$ cat config.mk
export PLATFORM = sky130hd
export DESIGN_NAME = mck_clock_mode
export DESIGN_NICKNAME = d
export VERILOG_FILES = /design/src/mck_pkg.sv /design/src/mck_wait_if.sv /design/src/mck_clock_mode.sv /design/src/mck_wait_timer.sv
export SDC_FILE = /design/constraint.sdc
export NUM_CORES = 1
export LEC_CHECK = 0
export BUFFER_PORTS_ARGS = -buffer_cell sky130_fd_sc_hd__buf_2
export CAP_MARGIN = 15
export CORE_UTILIZATION = 51
export DETAILED_ROUTE_END_ITERATION = 16
export MAX_ROUTING_LAYER = met4
export PLACE_DENSITY = 0.89
export SYNTH_ARGS = -nofsm -noshare
export SYNTH_HDL_FRONTEND = slang
export SYNTH_HIERARCHICAL = 1
export SYNTH_SLANG_ARGS = --single-unit
$ cat constraint.sdc
create_clock -name clk -period 3.8 [get_ports clk]
set_input_delay 0.19 -clock clk [delete_from_list [all_inputs] [get_ports clk]]
set_output_delay 0.19 -clock clk [all_outputs]
set_load 0.01 [all_outputs]
$ cat src/mck_pkg.sv
// Constants, field layout and types of the machine clock mode block
package mck_pkg;
  localparam int          CLK_HZ        = 20_000_000;
  localparam logic [11:0] CKSEL_OFF     = 12'h000;
  localparam int          WAIT_W        = 18;
  localparam int          MULT_LO       = 8;
  localparam int          PLL_SEL_BIT   = 10;
  localparam int          SUB_SEL_BIT   = 11;
  localparam int          WS_LO         = 12;
  localparam int          PLL_FLAG_BIT  = 14;
  localparam int          SUB_FLAG_BIT  = 15;
  localparam logic [1:0]  WS_RESET      = 2'h3;
  localparam logic [1:0]  MULT_RESET    = 2'h0;
  localparam logic        PLL_SEL_RESET = 1'b1;
  localparam logic        SUB_SEL_RESET = 1'b1;
  localparam int          SUB_SYNC_NS   = 130_000;
  localparam logic [WAIT_W-1:0] SUB_SYNC_LEN =
    WAIT_W'(SUB_SYNC_NS * (CLK_HZ / 1_000_000) / 1000);
  localparam int          PLL_ALIGN_MAX = 8;
  localparam logic [WAIT_W-1:0] ALIGN_LEN = WAIT_W'(PLL_ALIGN_MAX - 1);

  typedef enum logic [1:0] {MODE_MAIN, MODE_PLL, MODE_SUB} mck_mode_t;
  typedef enum logic [1:0] {ST_RUN, ST_STOP, ST_SWITCH, ST_ALIGN} mck_state_t;
endpackage

$ cat src/mck_wait_if.sv
// Request and completion signals of the stabilization wait timer
`timescale 1ns/1ps
interface mck_wait_if;
  logic                      start;
  logic [mck_pkg::WAIT_W-1:0] len;
  logic                      busy;
  logic                      done;
  modport ctl (output start, output len, input busy, input done);
  modport tmr (input start, input len, output busy, output done);
endinterface

$ cat src/mck_clock_mode.sv
// Clock select register and machine clock mode sequencer behind APB
`timescale 1ns/1ps
// Notes on behaviour
// - Bits 13:12 pick one of four wait taps
// - Selected wait on stop exit and sub-to-main
// - Main-to-PLL uses fixed 2^14 clock wait
// - Sub-to-PLL uses selected wait time
// - Reset restores wait select field
// - Bit 14 shows main versus PLL
// - PLL flag stays 1 during PLL wait
// - Bit 15 shows main versus subclock
// - Sub flag 0 while leaving subclock
// - Sub flag 1 while entering subclock
// - Exactly three modes: main, sub, PLL
// - Keep main clock until PLL wait ends
// - PLL-to-main within one to eight cycles
// - Both selects zero means subclock wins
// - Multiplier field gives factor one to four
module mck_clock_mode #(
  parameter logic [17:0] WAIT_PLL_FIXED = 18'h0_4000,
  parameter logic [17:0] WAIT_TAP0      = 18'h0_0400,
  parameter logic [17:0] WAIT_TAP1      = 18'h0_2000,
  parameter logic [17:0] WAIT_TAP2      = 18'h0_8000,
  parameter logic [17:0] WAIT_TAP3      = 18'h2_0000
) (
  input  logic                clk,
  input  logic                rst,
  input  logic                psel,
  input  logic                penable,
  input  logic                pwrite,
  input  logic [11:0]         paddr,
  input  logic [31:0]         pwdata,
  input  logic [3:0]          pstrb,
  output logic                pready,
  output logic [31:0]         prdata,
  output logic                pslverr,
  input  logic                stopWake,
  input  logic                pllMainAligned,
  output mck_pkg::mck_mode_t  clkSrc,
  output logic                clkHold,
  output logic [2:0]          pllMult,
  output logic                tbtClear,
  output logic                switchBusy
);
  mck_wait_if wif ();

  mck_pkg::mck_state_t state_q, stateD;
  mck_pkg::mck_mode_t  mode_q, modeD;
  mck_pkg::mck_mode_t  pend_q, pendD;
  mck_pkg::mck_mode_t  target;
  logic [1:0]          wsSel_q;
  logic [1:0]          multSel_q;
  logic                pllSel_q;
  logic                subSel_q;
  logic [2:0]          pllMult_q;
  logic [31:0]         prdata_q;
  logic                setup;
  logic                access;
  logic                mapped;
  logic                wrEn;
  logic                pllRunFlag;
  logic                subRunFlag;
  logic [15:0]         regView;
  logic                tStart;
  logic [17:0]         tLen;
  logic                tDone;
  logic [17:0]         wsLenSel;
  logic                stRun;

  function automatic logic [17:0] wsLen(input logic [1:0] sel);
    case (sel)
      2'h0:    wsLen = WAIT_TAP0;
      2'h1:    wsLen = WAIT_TAP1;
      2'h2:    wsLen = WAIT_TAP2;
      default: wsLen = WAIT_TAP3;
    endcase
  endfunction

  // Bus decode
  assign setup   = psel && !penable;
  assign access  = psel && penable;
  assign mapped  = (paddr == mck_pkg::CKSEL_OFF);
  assign wrEn    = access && pwrite && mapped && pstrb[1];
  assign pready  = 1'b1;
  assign pslverr = access && !mapped;
  assign prdata  = prdata_q;

  // Mode request, subclock first
  assign target = !subSel_q ? mck_pkg::MODE_SUB :
                  (!pllSel_q ? mck_pkg::MODE_PLL : mck_pkg::MODE_MAIN);

  // Status flags follow the active mode only
  assign pllRunFlag = (mode_q != mck_pkg::MODE_PLL);
  assign subRunFlag = (mode_q != mck_pkg::MODE_SUB);
  assign regView = {subRunFlag, pllRunFlag, wsSel_q, subSel_q, pllSel_q, multSel_q, 8'h00};

  assign wsLenSel   = wsLen(wsSel_q);
  assign stRun      = (state_q == mck_pkg::ST_RUN);
  assign tDone      = wif.done;
  assign wif.start  = tStart;
  assign wif.len    = tLen;
  assign clkSrc     = mode_q;
  assign clkHold    = (state_q == mck_pkg::ST_STOP);
  assign pllMult    = pllMult_q;
  assign tbtClear   = tStart;
  assign switchBusy = !stRun;

  mck_wait_timer u_timer (
    .clk (clk),
    .rst (rst),
    .w   (wif.tmr)
  );

  // Register file
  always_ff @(posedge clk or posedge rst) begin
    if (rst) begin
      wsSel_q   <= mck_pkg::WS_RESET;
      multSel_q <= mck_pkg::MULT_RESET;
      pllSel_q  <= mck_pkg::PLL_SEL_RESET;
      subSel_q  <= mck_pkg::SUB_SEL_RESET;
    end else if (wrEn) begin
      wsSel_q  <= pwdata[mck_pkg::WS_LO +: 2];
      pllSel_q <= pwdata[mck_pkg::PLL_SEL_BIT];
      subSel_q <= pwdata[mck_pkg::SUB_SEL_BIT];
      if (pllSel_q) begin
        multSel_q <= pwdata[mck_pkg::MULT_LO +: 2];
      end
    end
  end

  // Read data and multiplier factor
  always_ff @(posedge clk or posedge rst) begin
    if (rst) begin
      prdata_q  <= 32'h0000_0000;
      pllMult_q <= 3'h1;
    end else begin
      pllMult_q <= {1'b0, multSel_q} + 3'h1;
      if (setup) begin
        prdata_q <= mapped ? {16'h0000, regView} : 32'h0000_0000;
      end
    end
  end

  // Mode sequencer
  always_comb begin
    stateD = state_q;
    modeD  = mode_q;
    pendD  = pend_q;
    tStart = 1'b0;
    tLen   = wsLenSel;
    case (state_q)
      mck_pkg::ST_RUN: begin
        if (stopWake) begin
          tStart = 1'b1;
          stateD = mck_pkg::ST_STOP;
        end else if (target != mode_q) begin
          tStart = 1'b1;
          pendD  = target;
          stateD = mck_pkg::ST_SWITCH;
          if (target == mck_pkg::MODE_SUB) begin
            tLen = mck_pkg::SUB_SYNC_LEN;
          end else if (mode_q == mck_pkg::MODE_MAIN) begin
            tLen = WAIT_PLL_FIXED;
          end else if (mode_q == mck_pkg::MODE_PLL) begin
            tLen   = mck_pkg::ALIGN_LEN;
            stateD = mck_pkg::ST_ALIGN;
          end
        end
      end
      mck_pkg::ST_STOP: begin
        if (tDone) begin
          stateD = mck_pkg::ST_RUN;
        end
      end
      mck_pkg::ST_SWITCH: begin
        if (tDone) begin
          modeD  = pend_q;
          stateD = mck_pkg::ST_RUN;
        end
      end
      mck_pkg::ST_ALIGN: begin
        if (tDone || pllMainAligned) begin
          modeD  = mck_pkg::MODE_MAIN;
          stateD = mck_pkg::ST_RUN;
        end
      end
      default: stateD = mck_pkg::ST_RUN;
    endcase
  end

  always_ff @(posedge clk or posedge rst) begin
    if (rst) begin
      state_q <= mck_pkg::ST_RUN;
      mode_q  <= mck_pkg::MODE_MAIN;
      pend_q  <= mck_pkg::MODE_MAIN;
    end else begin
      state_q <= stateD;
      mode_q  <= modeD;
      pend_q  <= pendD;
    end
  end
endmodule

$ cat src/mck_wait_timer.sv
// Timebase wait counter, cleared and reloaded on every start
`timescale 1ns/1ps
module mck_wait_timer (
  input  logic  clk,
  input  logic  rst,
  mck_wait_if.tmr w
);
  logic [mck_pkg::WAIT_W-1:0] cnt_q;
  logic                       busy_q;
  logic                       done_q;

  assign w.busy = busy_q;
  assign w.done = done_q;

  always_ff @(posedge clk or posedge rst) begin
    if (rst) begin
      cnt_q  <= '0;
      busy_q <= 1'b0;
      done_q <= 1'b0;
    end else if (w.start) begin
      cnt_q  <= w.len - 1'b1;
      busy_q <= 1'b1;
      done_q <= 1'b0;
    end else if (busy_q) begin
      cnt_q  <= cnt_q - 1'b1;
      busy_q <= (cnt_q != '0);
      done_q <= (cnt_q == '0);
    end else begin
      done_q <= 1'b0;
    end
  end
endmodule
==> impl_summary.txt, run 1 <==
----------------------------------------------------
[Synth]
  Number of synthesized register bits ... 43
  Number of distinct library cells after synthesis ... 59
  Most numerous cell in the Yosys netlist ... dfrtp_1
  Sequential element share of the synthesized area ... 37.59%
  Count of flip-flops with a built-in enable after synthesis ... 0
  Leading cell types by count after synthesis ... dfrtp_1 (38), buf_4 (26), nor2_1 (23), xor2_1 (19), nand2_1 (16)
  Warnings from Yosys ... 6
  Mean post-synth cell area ... 9.661 µm²
  Share of flip-flops with an asynchronous set or reset after synthesis ... 100.0%
  Cell count after synthesis ... 298
  Top cell type by total area after synthesis ... dfrtp_1
  Top area cells in the synthesized netlist ... dfrtp_1 (33%), buf_4 (6.8%), xor2_1 (5.8%)
  Proportion of netlist area held by the largest area contributor ... 33.03%
  Flip-flop cell with the highest count after synthesis ... dfrtp_1
  Netlist Area Pre-Place ... 2879 µm²

[Hold path]
  Class of the tightest hold or removal check ... input port to async pin

[Global routing]
  Wire length of the first global-routing pass ... 10460 µm
  Antenna violations before repair ... 0
  Grt ovf ... 0
  Number of global-route vias before repair ... 2233
  Largest net degree at the start of global routing ... 40
  Total global-route track usage ... 22.92%

[Setup path]
  Data arrival time of the critical path ... 3.49 ns
  Peak fanout along the critical path ... 39
  Logic depth of the worst register-to-register path ... 10
  Start of the worst register-to-register path ... subSel_q
  Critical path startpoint category ... flop
  Reg2Reg Capture Point ... u_timer/cnt_q[15]
  Path type of the worst setup path ... flop to flop
  Critical path capture point type ... flop
  Data required time at the worst endpoint ... 3.95 ns
  Worst-case register-to-register setup slack ... 0.46 ns

[Timing]
  Slew Limit Headroom ... 38.03%
  Hold Violations, Final ... 0
  Pin slew with the least headroom to its limit ... 0.9274 ns
  Maximum clock skew at final layout ... 0.01075 ns
  Final Critical Period ... 3.339 ns
  Post-route worst setup slack ... 0.4610 ns
  Fmax ... 299.5 MHz
  Share of the clock period used by the worst path ... 87.87%
  Unrepaired setup endpoints after global routing ... false
  Setup_tns ... 0 ns
  Max-slew violation count ... 0
  Endpoints failing setup ... 0

[Route]
  Total met2 wirelength after detailed routing ... 3052 µm
  Average routed wire per standard cell ... 14.29 µm
  Total via count after detailed routing ... 2311
  Count of TritonRoute iterations in the first routing pass ... 5
  Routed wire length on met3 ... 260 µm
  DRC violations left ... 0
  Antenna-violating nets left ... 0
  Total detailed-routing wirelength ... 6087 µm
  Post-detailed-route via-to-cell ratio ... 5.425
  Highest Signal Layer ... met4
  Iteration-0 DRC count of the detailed router ... 118
  Post-route met1 wirelength ... 2618 µm

[Finish]
  Sequential standard cell area ... 1082 µm²
  Final net count ... 416
  Multi-input logic area ... 1669 µm²
  N_diodes ... 0
  Final core area utilization ... 61.35%
  Layout area overhead ... 12.30%
  Fraction of layout instances using a drive strength above 1 ... 23.03%
  Filler instances ... 444

[Outcome]
  Outcome ... completed

[Placement]
  Detailed placement HPWL ... 4338 µm
  Count of port buffers added during placement ... 42
  RePlAce Congestion ... 0.8387
  Worst setup timing slack at the placement stage ... 0.4959 ns

[Flow run]
  Max-Cap Viols ... 0

[Pwr]
  Power Dens Cells ... 604.2 nW/µm²
  Leak pwr ... 1.490 nW
  Worst voltage drop across the vdd grid ... 0.2779 mV

[CTS]
  TritonCTS Sinks ... 43
  Post-CTS Setup Bufs ... 0
  Number of gates resized after cts ... 0
  TritonCTS clock tree ... done
  Later-pin clock latency in the skew report ... 0.31 ns
  Level count of the clock H-tree ... 2
  Number of CTS-inserted buffers ... 5
  Maximum buffer depth of the clock tree ... 2
  Clk slew on worst S/H paths ... 0.09 ns
  Post-CTS Hold Buffers ... 0
  Cell at the root of the clock tree ... clkbuf_8

[Floorplanning]
  Die area ... 5950 µm²
  Overall die width ... 77.14 µm
  Starting density of the core ... 54.63%
  IO Pins ... 97
  Placement row count ... 26
  Placeable core region ... 5270 µm²
  Die extent in y ... 77.14 µm

----------------------------------------------------
-- layout make-up --
type / instances / share of cell area (%)
multi-input cells: 248 / 51.63
flip-flops and latches: 43 / 33.48
repair buffers: 45 / 7.198
well taps: 70 / 2.709
clock buffers: 5 / 2.128
clock inverters: 3 / 1.471
inverters: 12 / 1.393
-- how the worst max path moves through the flow --
stage	start	end	slack [ns]	cells after the start
2_1_floorplan	clkSrc[1]	u_timer/cnt_q[6]	0.33	16
3_3_place_gp	clkSrc[1]	u_timer/cnt_q[12]	0.62	11
3_5_place_dp	clkSrc[1]	u_timer/cnt_q[16]	0.50	11
4_1_cts	pllSel_q	u_timer/cnt_q[16]	0.47	11
5_1_grt	clkSrc[1]	u_timer/cnt_q[12]	0.15	11
6_report	subSel_q	u_timer/cnt_q[15]	0.46	10
-- power breakdown --
| group | switching (W) | internal [W] | total [W] |
|---|---|---|---|
| sequential | 0.000130 | 0.000560 | 0.000690 |
| combinational | 0.000514 | 0.000377 | 0.000891 |
| clock | 0.000173 | 0.000199 | 0.000372 |
-- flip-flops by register name, indices dropped and copies added (netlist names), 2 cells and up --
| register | cells |
|---|---|
| wsSel_q | 2 |
| prdata | 8 |
| pend_q | 2 |
| multSel_q | 2 |
| clkSrc | 2 |
| u_timer/cnt_q | 18 |
| pllMult | 3 |
| state_q | 2 |
-- per-layer routing --
layer,GRT usage (%),up-vias
met5,-,-
met4,10.00,0
met3,4.524,19
met2,37.52,74
met1,27.28,1120
li1,-,1098
-- worst max-delay path: stages, from the launching register on --
cell and delay [ns]:
dfstp_2 0.60, or4bb_1 0.53, and3_1 0.23, nor2_1 0.18, nor2_4 0.20, nor4_2 0.46, o22ai_1 0.14, nor2_2 0.31
nand4_1 0.19, xor2_1 0.23, mux2i_1 0.10
-- cells by family after synthesis --
| group | share of synthesized area (%) |
|---|---|
| multiplexers | 7.257 |
| AND/OR/NAND/NOR | 23.64 |
| flip-flops | 37.59 |
| buffers and inverters | 9.648 |
| AO/OA/AOI/OAI | 10.78 |
| adder cells (fa/ha/maj) | 2.607 |
| XOR/XNOR | 8.214 |
| other | 0.2609 |
-- layout by cell type (no fill, tap or decap), drive strengths merged, types with 3 or more instances in the layout --
| cell | count |
|---|---|
| xor2 | 19 |
| and3 | 5 |
| nand4 | 4 |
| a22o | 8 |
| nand3 | 6 |
| or4 | 3 |
| o21ai | 11 |
| inv | 13 |
| conb | 40 |
| o22ai | 3 |
| mux2i | 13 |
| xnor2 | 8 |
| nor3b | 4 |
| buf | 45 |
| mux2 | 7 |
| dfstp | 5 |
| nand3b | 3 |
| a21oi | 10 |
| nor2 | 26 |
| nor3 | 14 |
| nand2b | 6 |
| nor4b | 4 |
| clkbuf | 5 |
| dfrtp | 38 |
| ha | 6 |
| nor4 | 7 |
| nor2b | 4 |
| nand2 | 17 |
-- metrics by stage --
stage          area, µm²  std cells  hold slack, ns  power, W
2_1_floorplan       3022        336          0.1538  0.001417
3_3_place_gp        3117        418          0.3766  0.001541
3_5_place_dp        3117        418          0.3952  0.001584
4_1_cts             3233        426         0.06178  0.001959
5_1_grt             3233        426         0.08847  0.002113
6_report            3233        426         0.04099  0.001953
Note: power is estimated with default switching activity, not from simulation.
==> inputs of run 2 (changes only) <==
==> constraint.sdc (replaced) <==
create_clock -name clk -period 3.2 [get_ports clk]
set_input_delay 0.16 -clock clk [delete_from_list [all_inputs] [get_ports clk]]
set_output_delay 0.16 -clock clk [all_outputs]
set_load 0.01 [all_outputs]
==> run 2 against run 1 <==
Sequential power grew 18%. Combinational power up 31%. Global-route usage is 1.1 points lower. Maximum frequency grew 7.4%. Clock power decreased by 4%. Wire length fell by 0.82%.
==> impl_summary.txt, run 2 (synthesized netlist as in run 1, its figures left out) <==
----------------------------------------------------
[Outcome]
  Outcome ... completed

[CTS]
  Number of CTS-inserted buffers ... 5 (unchanged)
  Cell at the root of the clock tree ... clkbuf_8
  TritonCTS Sinks ... 43 (unchanged)
  Maximum buffer depth of the clock tree ... 2 (unchanged)
  Later-pin clock latency in the skew report ... 0.30 ns (about the same)
  Level count of the clock H-tree ... 2 (unchanged)
  Clk slew on worst S/H paths ... 0.09 ns (about the same)
  Post-CTS Setup Bufs ... 0 (unchanged)
  TritonCTS clock tree ... done

[Timing]
  Max-slew violation count ... 0 (unchanged)
  Post-route worst setup slack ... 0.08977 ns (-0.3712 ns)
  Final Critical Period ... 3.110 ns (-0.2288 ns)
  Slew Limit Headroom ... 44.52% (+6.5 points)
  Hold Violations, Final ... 0 (unchanged)
  Fmax ... 321.5 MHz (+7.4%)
  Maximum clock skew at final layout ... 0.004945 ns (-0.005805 ns)
  Share of the clock period used by the worst path ... 97.19% (+9.3 points)
  Endpoints failing setup ... 0 (unchanged)
  Pin slew with the least headroom to its limit ... 0.8313 ns (-0.09614 ns)
  Unrepaired setup endpoints after global routing ... false
  Tightest hold margin ... 0.004678 ns (-0.03631 ns)

[Route]
  DRC violations left ... 0 (unchanged)
  Antenna-violating nets left ... 0 (unchanged)
  Post-detailed-route via-to-cell ratio ... 5.372 (-0.98%)
  Count of TritonRoute iterations in the first routing pass ... 4 (-1)
  Iteration-0 DRC count of the detailed router ... 116 (-1.7%)
  Total via count after detailed routing ... 2326 (+0.65%)
  Total detailed-routing wirelength ... 6037 µm (-0.82%)
  Average routed wire per standard cell ... 13.94 µm (-2.4%)

[Placement]
  Count of port buffers added during placement ... 42 (unchanged)
  Worst setup timing slack at the placement stage ... -0.005603 ns (-0.5015 ns)
  Detailed placement HPWL ... 4252 µm (-2.0%)
  RePlAce Congestion ... 0.8344 (-0.51%)

[Finish]
  Layout area overhead ... 14.95%
  Filler instances ... 446 (+0.45%)
  Final net count ... 423 (+1.7%)
  N_diodes ... 0 (unchanged)
  Most common cell after layout, fill and taps aside ... buf_2
  Commonest cells after routing, fill and taps aside ... buf_2 (42), conb_1 (40), dfrtp_1 (38), nor2_1 (20), xor2_1 (19)
  Fraction of layout instances using a drive strength above 1 ... 26.45% (+3.4 points)
  Largest reg by FF count ... u_timer/cnt_q
  Number of flip-flops under the largest register name ... 18 (unchanged)

[Setup path]
  Data required time at the worst endpoint ... 3.38 ns (-0.57 ns)
  Slowest stage delay, CP ... 0.62 ns (+0.02 ns)
  Cell breakdown of the critical path ... or4bb_1 -> and3_4 -> nor2_4 -> nor2_4 -> nor4_2 -> o22ai_2 -> or2_4 -> nor3_2 -> xnor2_1 -> mux2i_1
  Crit path buf inv count ... 0 (unchanged)
  Kind of cell adding the most delay to the critical path ... simple AND/OR/NAND/NOR gates
  Cell with the most instances on the worst path ... nor2_4
  Peak fanout along the critical path ... 14 (-64%)
  Data arrival time of the critical path ... 3.29 ns (-0.20 ns)
  Path type of the worst setup path ... flop to flop
  Critical path capture point type ... flop
  Critical path startpoint category ... flop
  Max stage delay cell, worst path ... dfstp_2

[Pwr]
  Flop pwr share ... 34.8% (-0.5 points)
  Switching power total ... 0.001023 W (+25%)
  Clock group share of total power ... 15.3% (-3.7 points)
  Sw Share ... 43.62% (+1.8 points)
  Worst voltage drop across the vdd grid ... 0.3138 mV (+13%)
  Design Power ... 0.002346 W (+20%)
  Leak pwr ... 1.510 nW (+1.4%)
  Part of the total power dissipated in combinational logic ... 49.9% (+4.3 points)
  Power Dens Cells ... 708.8 nW/µm² (+17%)
  Internal power summed over all cells ... 0.001322 W (+16%)

[Global routing]
  Number of global-route vias before repair ... 2231 (-0.090%)
  Antenna violations before repair ... 0 (unchanged)
  Wire length of the first global-routing pass ... 10150 µm (-3.0%)
  Total global-route track usage ... 21.86% (-1.1 points)
  Grt ovf ... 0 (unchanged)
  Largest net degree at the start of global routing ... 28 (-30%)

[Floorplanning]
  Overall die width ... 77.14 µm (unchanged)
  Placeable core region ... 5270 µm² (unchanged)
  Starting density of the core ... 54.63% (unchanged)
  IO Pins ... 97 (unchanged)
  Die area ... 5950 µm² (unchanged)
  Placement row count ... 26 (unchanged)
  Die extent in y ... 77.14 µm (unchanged)

[Hold path]
  Class of the tightest hold or removal check ... input port to async pin

[Flow run]
  Max-Cap Viols ... 0 (unchanged)

----------------------------------------------------
[run 2: cell count changes in the layout (fill, tap and decap cells not counted), sizes merged]
cell	change
buf	+6
clkinv	+1
inv	-1
bufinv	-1
nor2	+1
clkinvlp	+1
[run 2: final timing paths]
check / from / end / slack (ns) / cells after the start
min in group clk: pwdata[8] / multSel_q[0] / 0.06 / 2
min: rst / u_timer/cnt_q[4] / 0.005 / 2
min reg2reg: multSel_q[0] / pllMult[0] / 0.46 / 1
max reg2reg: subSel_q / u_timer/cnt_q[11] / 0.09 / 10
max: subSel_q / u_timer/cnt_q[11] / 0.09 / 10
max in group asynchronous: rst / state_q[0] / 2.67 / 2
[run 2: cell type report]
class	count	area (µm²)	share of cell area (%)
Multi-Input combinational cell	249	1723	52.06
Sequential cell	43	1082	32.70
Timing Repair Buffer	51	277.8	8.393
Tap cell	70	87.58	2.647
Clock buffer	5	68.82	2.079
Inverter	12	45.04	1.361
Clock inverter	3	25.02	0.7561
[run 2: what timing repair did]
item,CTS,global route
endpoints found under the setup margin,2,6
hold buffers,0,0
gates resized for setup,2,3
cloned,0,1
endpoints found under the hold margin,0,0
pin swaps,0,1
[run 2: layer usage]
metal / up-vias / routed length [µm] / global-route usage, %
li1: 1118 / - / -
met1: 1126 / 2724 / 26.97
met2: 77 / 2989 / 36.64
met3: 5 / 261 / 3.452
met4: 0 / 61 / 6.792
met5: - / 0 / -
[run 2: worst register-to-register path, delay by kind of cell (launching register included)]
kind	cells	cell delay, ns
and+or+nand+nor	7	1.90
muxes	1	0.11
DFF	1	0.62
AOI/OAI and AO/OA	1	0.20
xor gates and xnor gates	1	0.15
[run 2: through the flow]
step	instances	utilization [%]	TNS (ns)	area, µm²
CTS	432	62.44	0	3291
finish	433	62.80	0	3309
floorplan	336	-	0	3069
detailed placement	424	60.52	-0.005603	3189
global placement	424	60.52	0	3189
global route	433	62.80	0	3309
[run 2: power groups by stage]
stage | logic, W | clock network, W | registers (W)
2_1_floorplan | 0.000955 | 0 | 0.000786
3_3_place_gp | 0.00109 | 0 | 0.000815
3_5_place_dp | 0.00113 | 0 | 0.000823
4_1_cts | 0.00114 | 0.000366 | 0.000813
5_1_grt | 0.00129 | 0.000390 | 0.000834
6_report | 0.00117 | 0.000358 | 0.000817
==> inputs of run 3 (changes only) <==
--- a/config.mk
+++ b/config.mk
@@ -7,10 +7,10 @@
 export LEC_CHECK = 0
 export BUFFER_PORTS_ARGS = -buffer_cell sky130_fd_sc_hd__buf_2
 export CAP_MARGIN = 15
-export CORE_UTILIZATION = 51
+export CORE_UTILIZATION = 46
 export DETAILED_ROUTE_END_ITERATION = 16
 export MAX_ROUTING_LAYER = met4
-export PLACE_DENSITY = 0.89
+export PLACE_DENSITY = 0.85
 export SYNTH_ARGS = -nofsm -noshare
 export SYNTH_HDL_FRONTEND = slang
 export SYNTH_HIERARCHICAL = 1
==> constraint.sdc (replaced) <==
create_clock -name clk -period 2.6 [get_ports clk]
set_input_delay 0.13 -clock clk [delete_from_list [all_inputs] [get_ports clk]]
set_output_delay 0.13 -clock clk [all_outputs]
set_load 0.01 [all_outputs]
==> run 3 against run 2 <==
The run now ends with hold timing, setup timing left. Global-route usage is 3.2 points higher. Clock power is 83% higher. Critical path depth rose by 1. Register-to-register slack worse by 0.34 ns. Non-clock buffer count increased by 45. Clock skew up 0.0025 ns. Largest cell class unchanged. Clock-buffer cell count stayed put. Sequential share of layout area is 4.9 points lower. Sequential power increased by 29%.
==> impl_summary.txt, run 3 (synthesized netlist as in run 1, its figures left out) <==
----------------------------------------------------
[Outcome]
  Outcome ... finished, violations left
  Violations in the final reports ... hold timing, setup timing

[Setup path]
  Slowest stage delay, CP ... 0.57 ns (-0.05 ns)
  Critical path startpoint category ... flop
  Cell breakdown of the critical path ... or4bb_4 -> nand4b_1 -> buf_6 -> nor2_4 -> nor4b_4 -> o22ai_4 -> buf_4 -> nor4_4 -> buf_4 -> nand3b_1 -> o211ai_1
  Path type of the worst setup path ... flop to flop
  Cell with the most instances on the worst path ... buf_4
  Data arrival time of the critical path ... 3.08 ns (-0.21 ns)
  Data required time at the worst endpoint ... 2.83 ns (-0.55 ns)
  Worst-case register-to-register setup slack ... -0.25 ns (-0.34 ns)
  Crit path buf inv count ... 3 (+3)
  Max stage delay cell, worst path ... dfstp_2
  Critical path capture point type ... flop
  Peak fanout along the critical path ... 10 (-4)
  Kind of cell adding the most delay to the critical path ... simple AND/OR/NAND/NOR gates

[Timing]
  Share of the clock period used by the worst path ... 109.7% (+13 points)
  Slew Limit Headroom ... 44.31% (-0.21 points)
  Post-route worst setup slack ... -0.2529 ns (-0.3427 ns)
  Setup_tns ... -2.429 ns (-2.429 ns)
  Final Critical Period ... 2.853 ns (-0.2573 ns)
  Maximum clock skew at final layout ... 0.007397 ns (+0.002452 ns)
  Endpoints failing setup ... 14 (+14)
  Fmax ... 350.5 MHz (+9.0%)
  Unrepaired setup endpoints after global routing ... true
  Pin slew with the least headroom to its limit ... 0.8345 ns (+0.003220 ns)
  Max-slew violation count ... 0 (unchanged)
  Hold Violations, Final ... 38 (+38)
  Tightest hold margin ... -0.02094 ns (-0.02561 ns)

[CTS]
  Level count of the clock H-tree ... 2 (unchanged)
  Clk slew on worst S/H paths ... 0.09 ns (about the same)
  Maximum buffer depth of the clock tree ... 2 (unchanged)
  Later-pin clock latency in the skew report ... 0.31 ns (about the same)
  Number of CTS-inserted buffers ... 5 (unchanged)
  TritonCTS clock tree ... done
  Cell at the root of the clock tree ... clkbuf_8
  TritonCTS Sinks ... 43 (unchanged)

[Placement]
  Detailed placement HPWL ... 4702 µm (+11%)
  RePlAce Congestion ... 0.8497 (+1.8%)
  Worst setup timing slack at the placement stage ... -0.2440 ns (-0.2384 ns)
  Count of port buffers added during placement ... 42 (unchanged)
  Instance area at placement ... 3461 µm² (+8.5%)

[Finish]
  Layout area overhead ... 35.42%
  Sequential standard cell area ... 1082 µm² (unchanged)
  Filler instances ... 441 (-1.1%)
  Final core area utilization ... 65.08% (+2.3 points)
  Largest reg by FF count ... u_timer/cnt_q
  Most common cell after layout, fill and taps aside ... buf_4
  N_diodes ... 0 (unchanged)
  Multi-input logic area ... 1894 µm² (+9.9%)
  Commonest cells after routing, fill and taps aside ... buf_4 (49), buf_2 (42), conb_1 (40), dfrtp_1 (38), xor2_1 (19)
  Cell area after layout ... 3899 µm² (+18%)
  Fraction of layout instances using a drive strength above 1 ... 38.88% (+12 points)
  Number of flip-flops under the largest register name ... 18 (unchanged)
  Final net count ... 469 (+11%)

[Route]
  Antenna-violating nets left ... 0 (unchanged)
  Count of TritonRoute iterations in the first routing pass ... 4 (unchanged)
  Average routed wire per standard cell ... 15.88 µm (+14%)
  Total via count after detailed routing ... 2611 (+12%)
  Iteration-0 DRC count of the detailed router ... 192 (+66%)
  Total detailed-routing wirelength ... 7688 µm (+27%)
  Post-detailed-route via-to-cell ratio ... 5.395 (+0.42%)
  DRC violations left ... 0 (unchanged)

[Pwr]
  Worst voltage drop across the vdd grid ... 0.4245 mV (+35%)
  Leak pwr ... 1.832 nW (+21%)
  Power Dens Cells ... 960.9 nW/µm² (+36%)

[Floorplanning]
  Die extent in y ... 81.11 µm (+5.2%)
  Starting density of the core ... 48.06% (-6.6 points)
  Placement row count ... 28 (+7.7%)
  Overall die width ... 81.11 µm (+5.2%)
  IO Pins ... 97 (unchanged)
  Die area ... 6579 µm² (+11%)
  Placeable core region ... 5991 µm² (+14%)

[Global routing]
  Wire length of the first global-routing pass ... 12030 µm (+19%)
  Number of global-route vias before repair ... 2590 (+16%)
  Grt ovf ... 0 (unchanged)
  Antenna violations before repair ... 0 (unchanged)
  Total global-route track usage ... 25.09% (+3.2 points)
  Largest net degree at the start of global routing ... 24 (-14%)

[Flow run]
  Max-Cap Viols ... 0 (unchanged)

[Hold path]
  Class of the tightest hold or removal check ... input port to async pin

----------------------------------------------------
[run 3: final timing paths]
kind,depth (start not counted),end,start
min in group clk,2,multSel_q[0],pwdata[8]
hold reg to reg,1,pllMult[0],multSel_q[0]
hold / removal,2,prdata[10],rst
max in group asynchronous,2,u_timer/cnt_q[16],rst
setup / recovery,11,u_timer/cnt_q[12],subSel_q
setup reg to reg,11,u_timer/cnt_q[12],subSel_q
[run 3: metrics by stage]
| step | power [W] | cells |
|---|---|---|
| 4_1_cts | 0.003531 | 475 |
| 3_5_place_dp | 0.002657 | 461 |
| 2_1_floorplan | 0.002181 | 336 |
| 5_1_grt | 0.003970 | 484 |
| 3_3_place_gp | 0.002584 | 461 |
| 6_report | 0.003746 | 484 |
[run 3: power breakdown]
group          internal, W  switching, W
combinational     0.000972       0.00107
sequential        0.000817      0.000229
clock             0.000390      0.000265
total              0.00218       0.00157
[run 3: worst register-to-register path: stages (launching register included)]
cell and delay (ns):
dfstp_2 0.57, or4bb_4 0.54, nand4b_1 0.13, buf_6 0.16, nor2_4 0.10, nor4b_4 0.38, o22ai_4 0.18, buf_4 0.17
nor4_4 0.24, buf_4 0.16, nand3b_1 0.07, o211ai_1 0.08
[run 3: area by class of cell]
cell class / instances / area share (%)
clock buffer: 5 / 1.765
clock inverter: 3 / 1.829
inverter: 12 / 1.155
multi-input combinational: 250 / 48.59
sequential: 43 / 27.76
tap: 75 / 2.407
timing repair buffer: 96 / 16.50
[run 3: what timing repair did]
item / CTS / global route
cloned: 1 / 1
pin swaps: 16 / 8
setup endpoints to repair: 14 / 15
gates resized for setup: 23 / 13
hold buffers: 0 / 0
setup buffers: 6 / 8
[run 3: routing by layer]
metal / GRT usage (%) / up-vias / share of wire [%]
li1: - / 1216 / -
met3: 4.607 / 20 / 5.4
met5: - / - / 0
met2: 44.71 / 116 / 52
met4: 9.643 / 0 / 2.3
met1: 27.60 / 1259 / 40
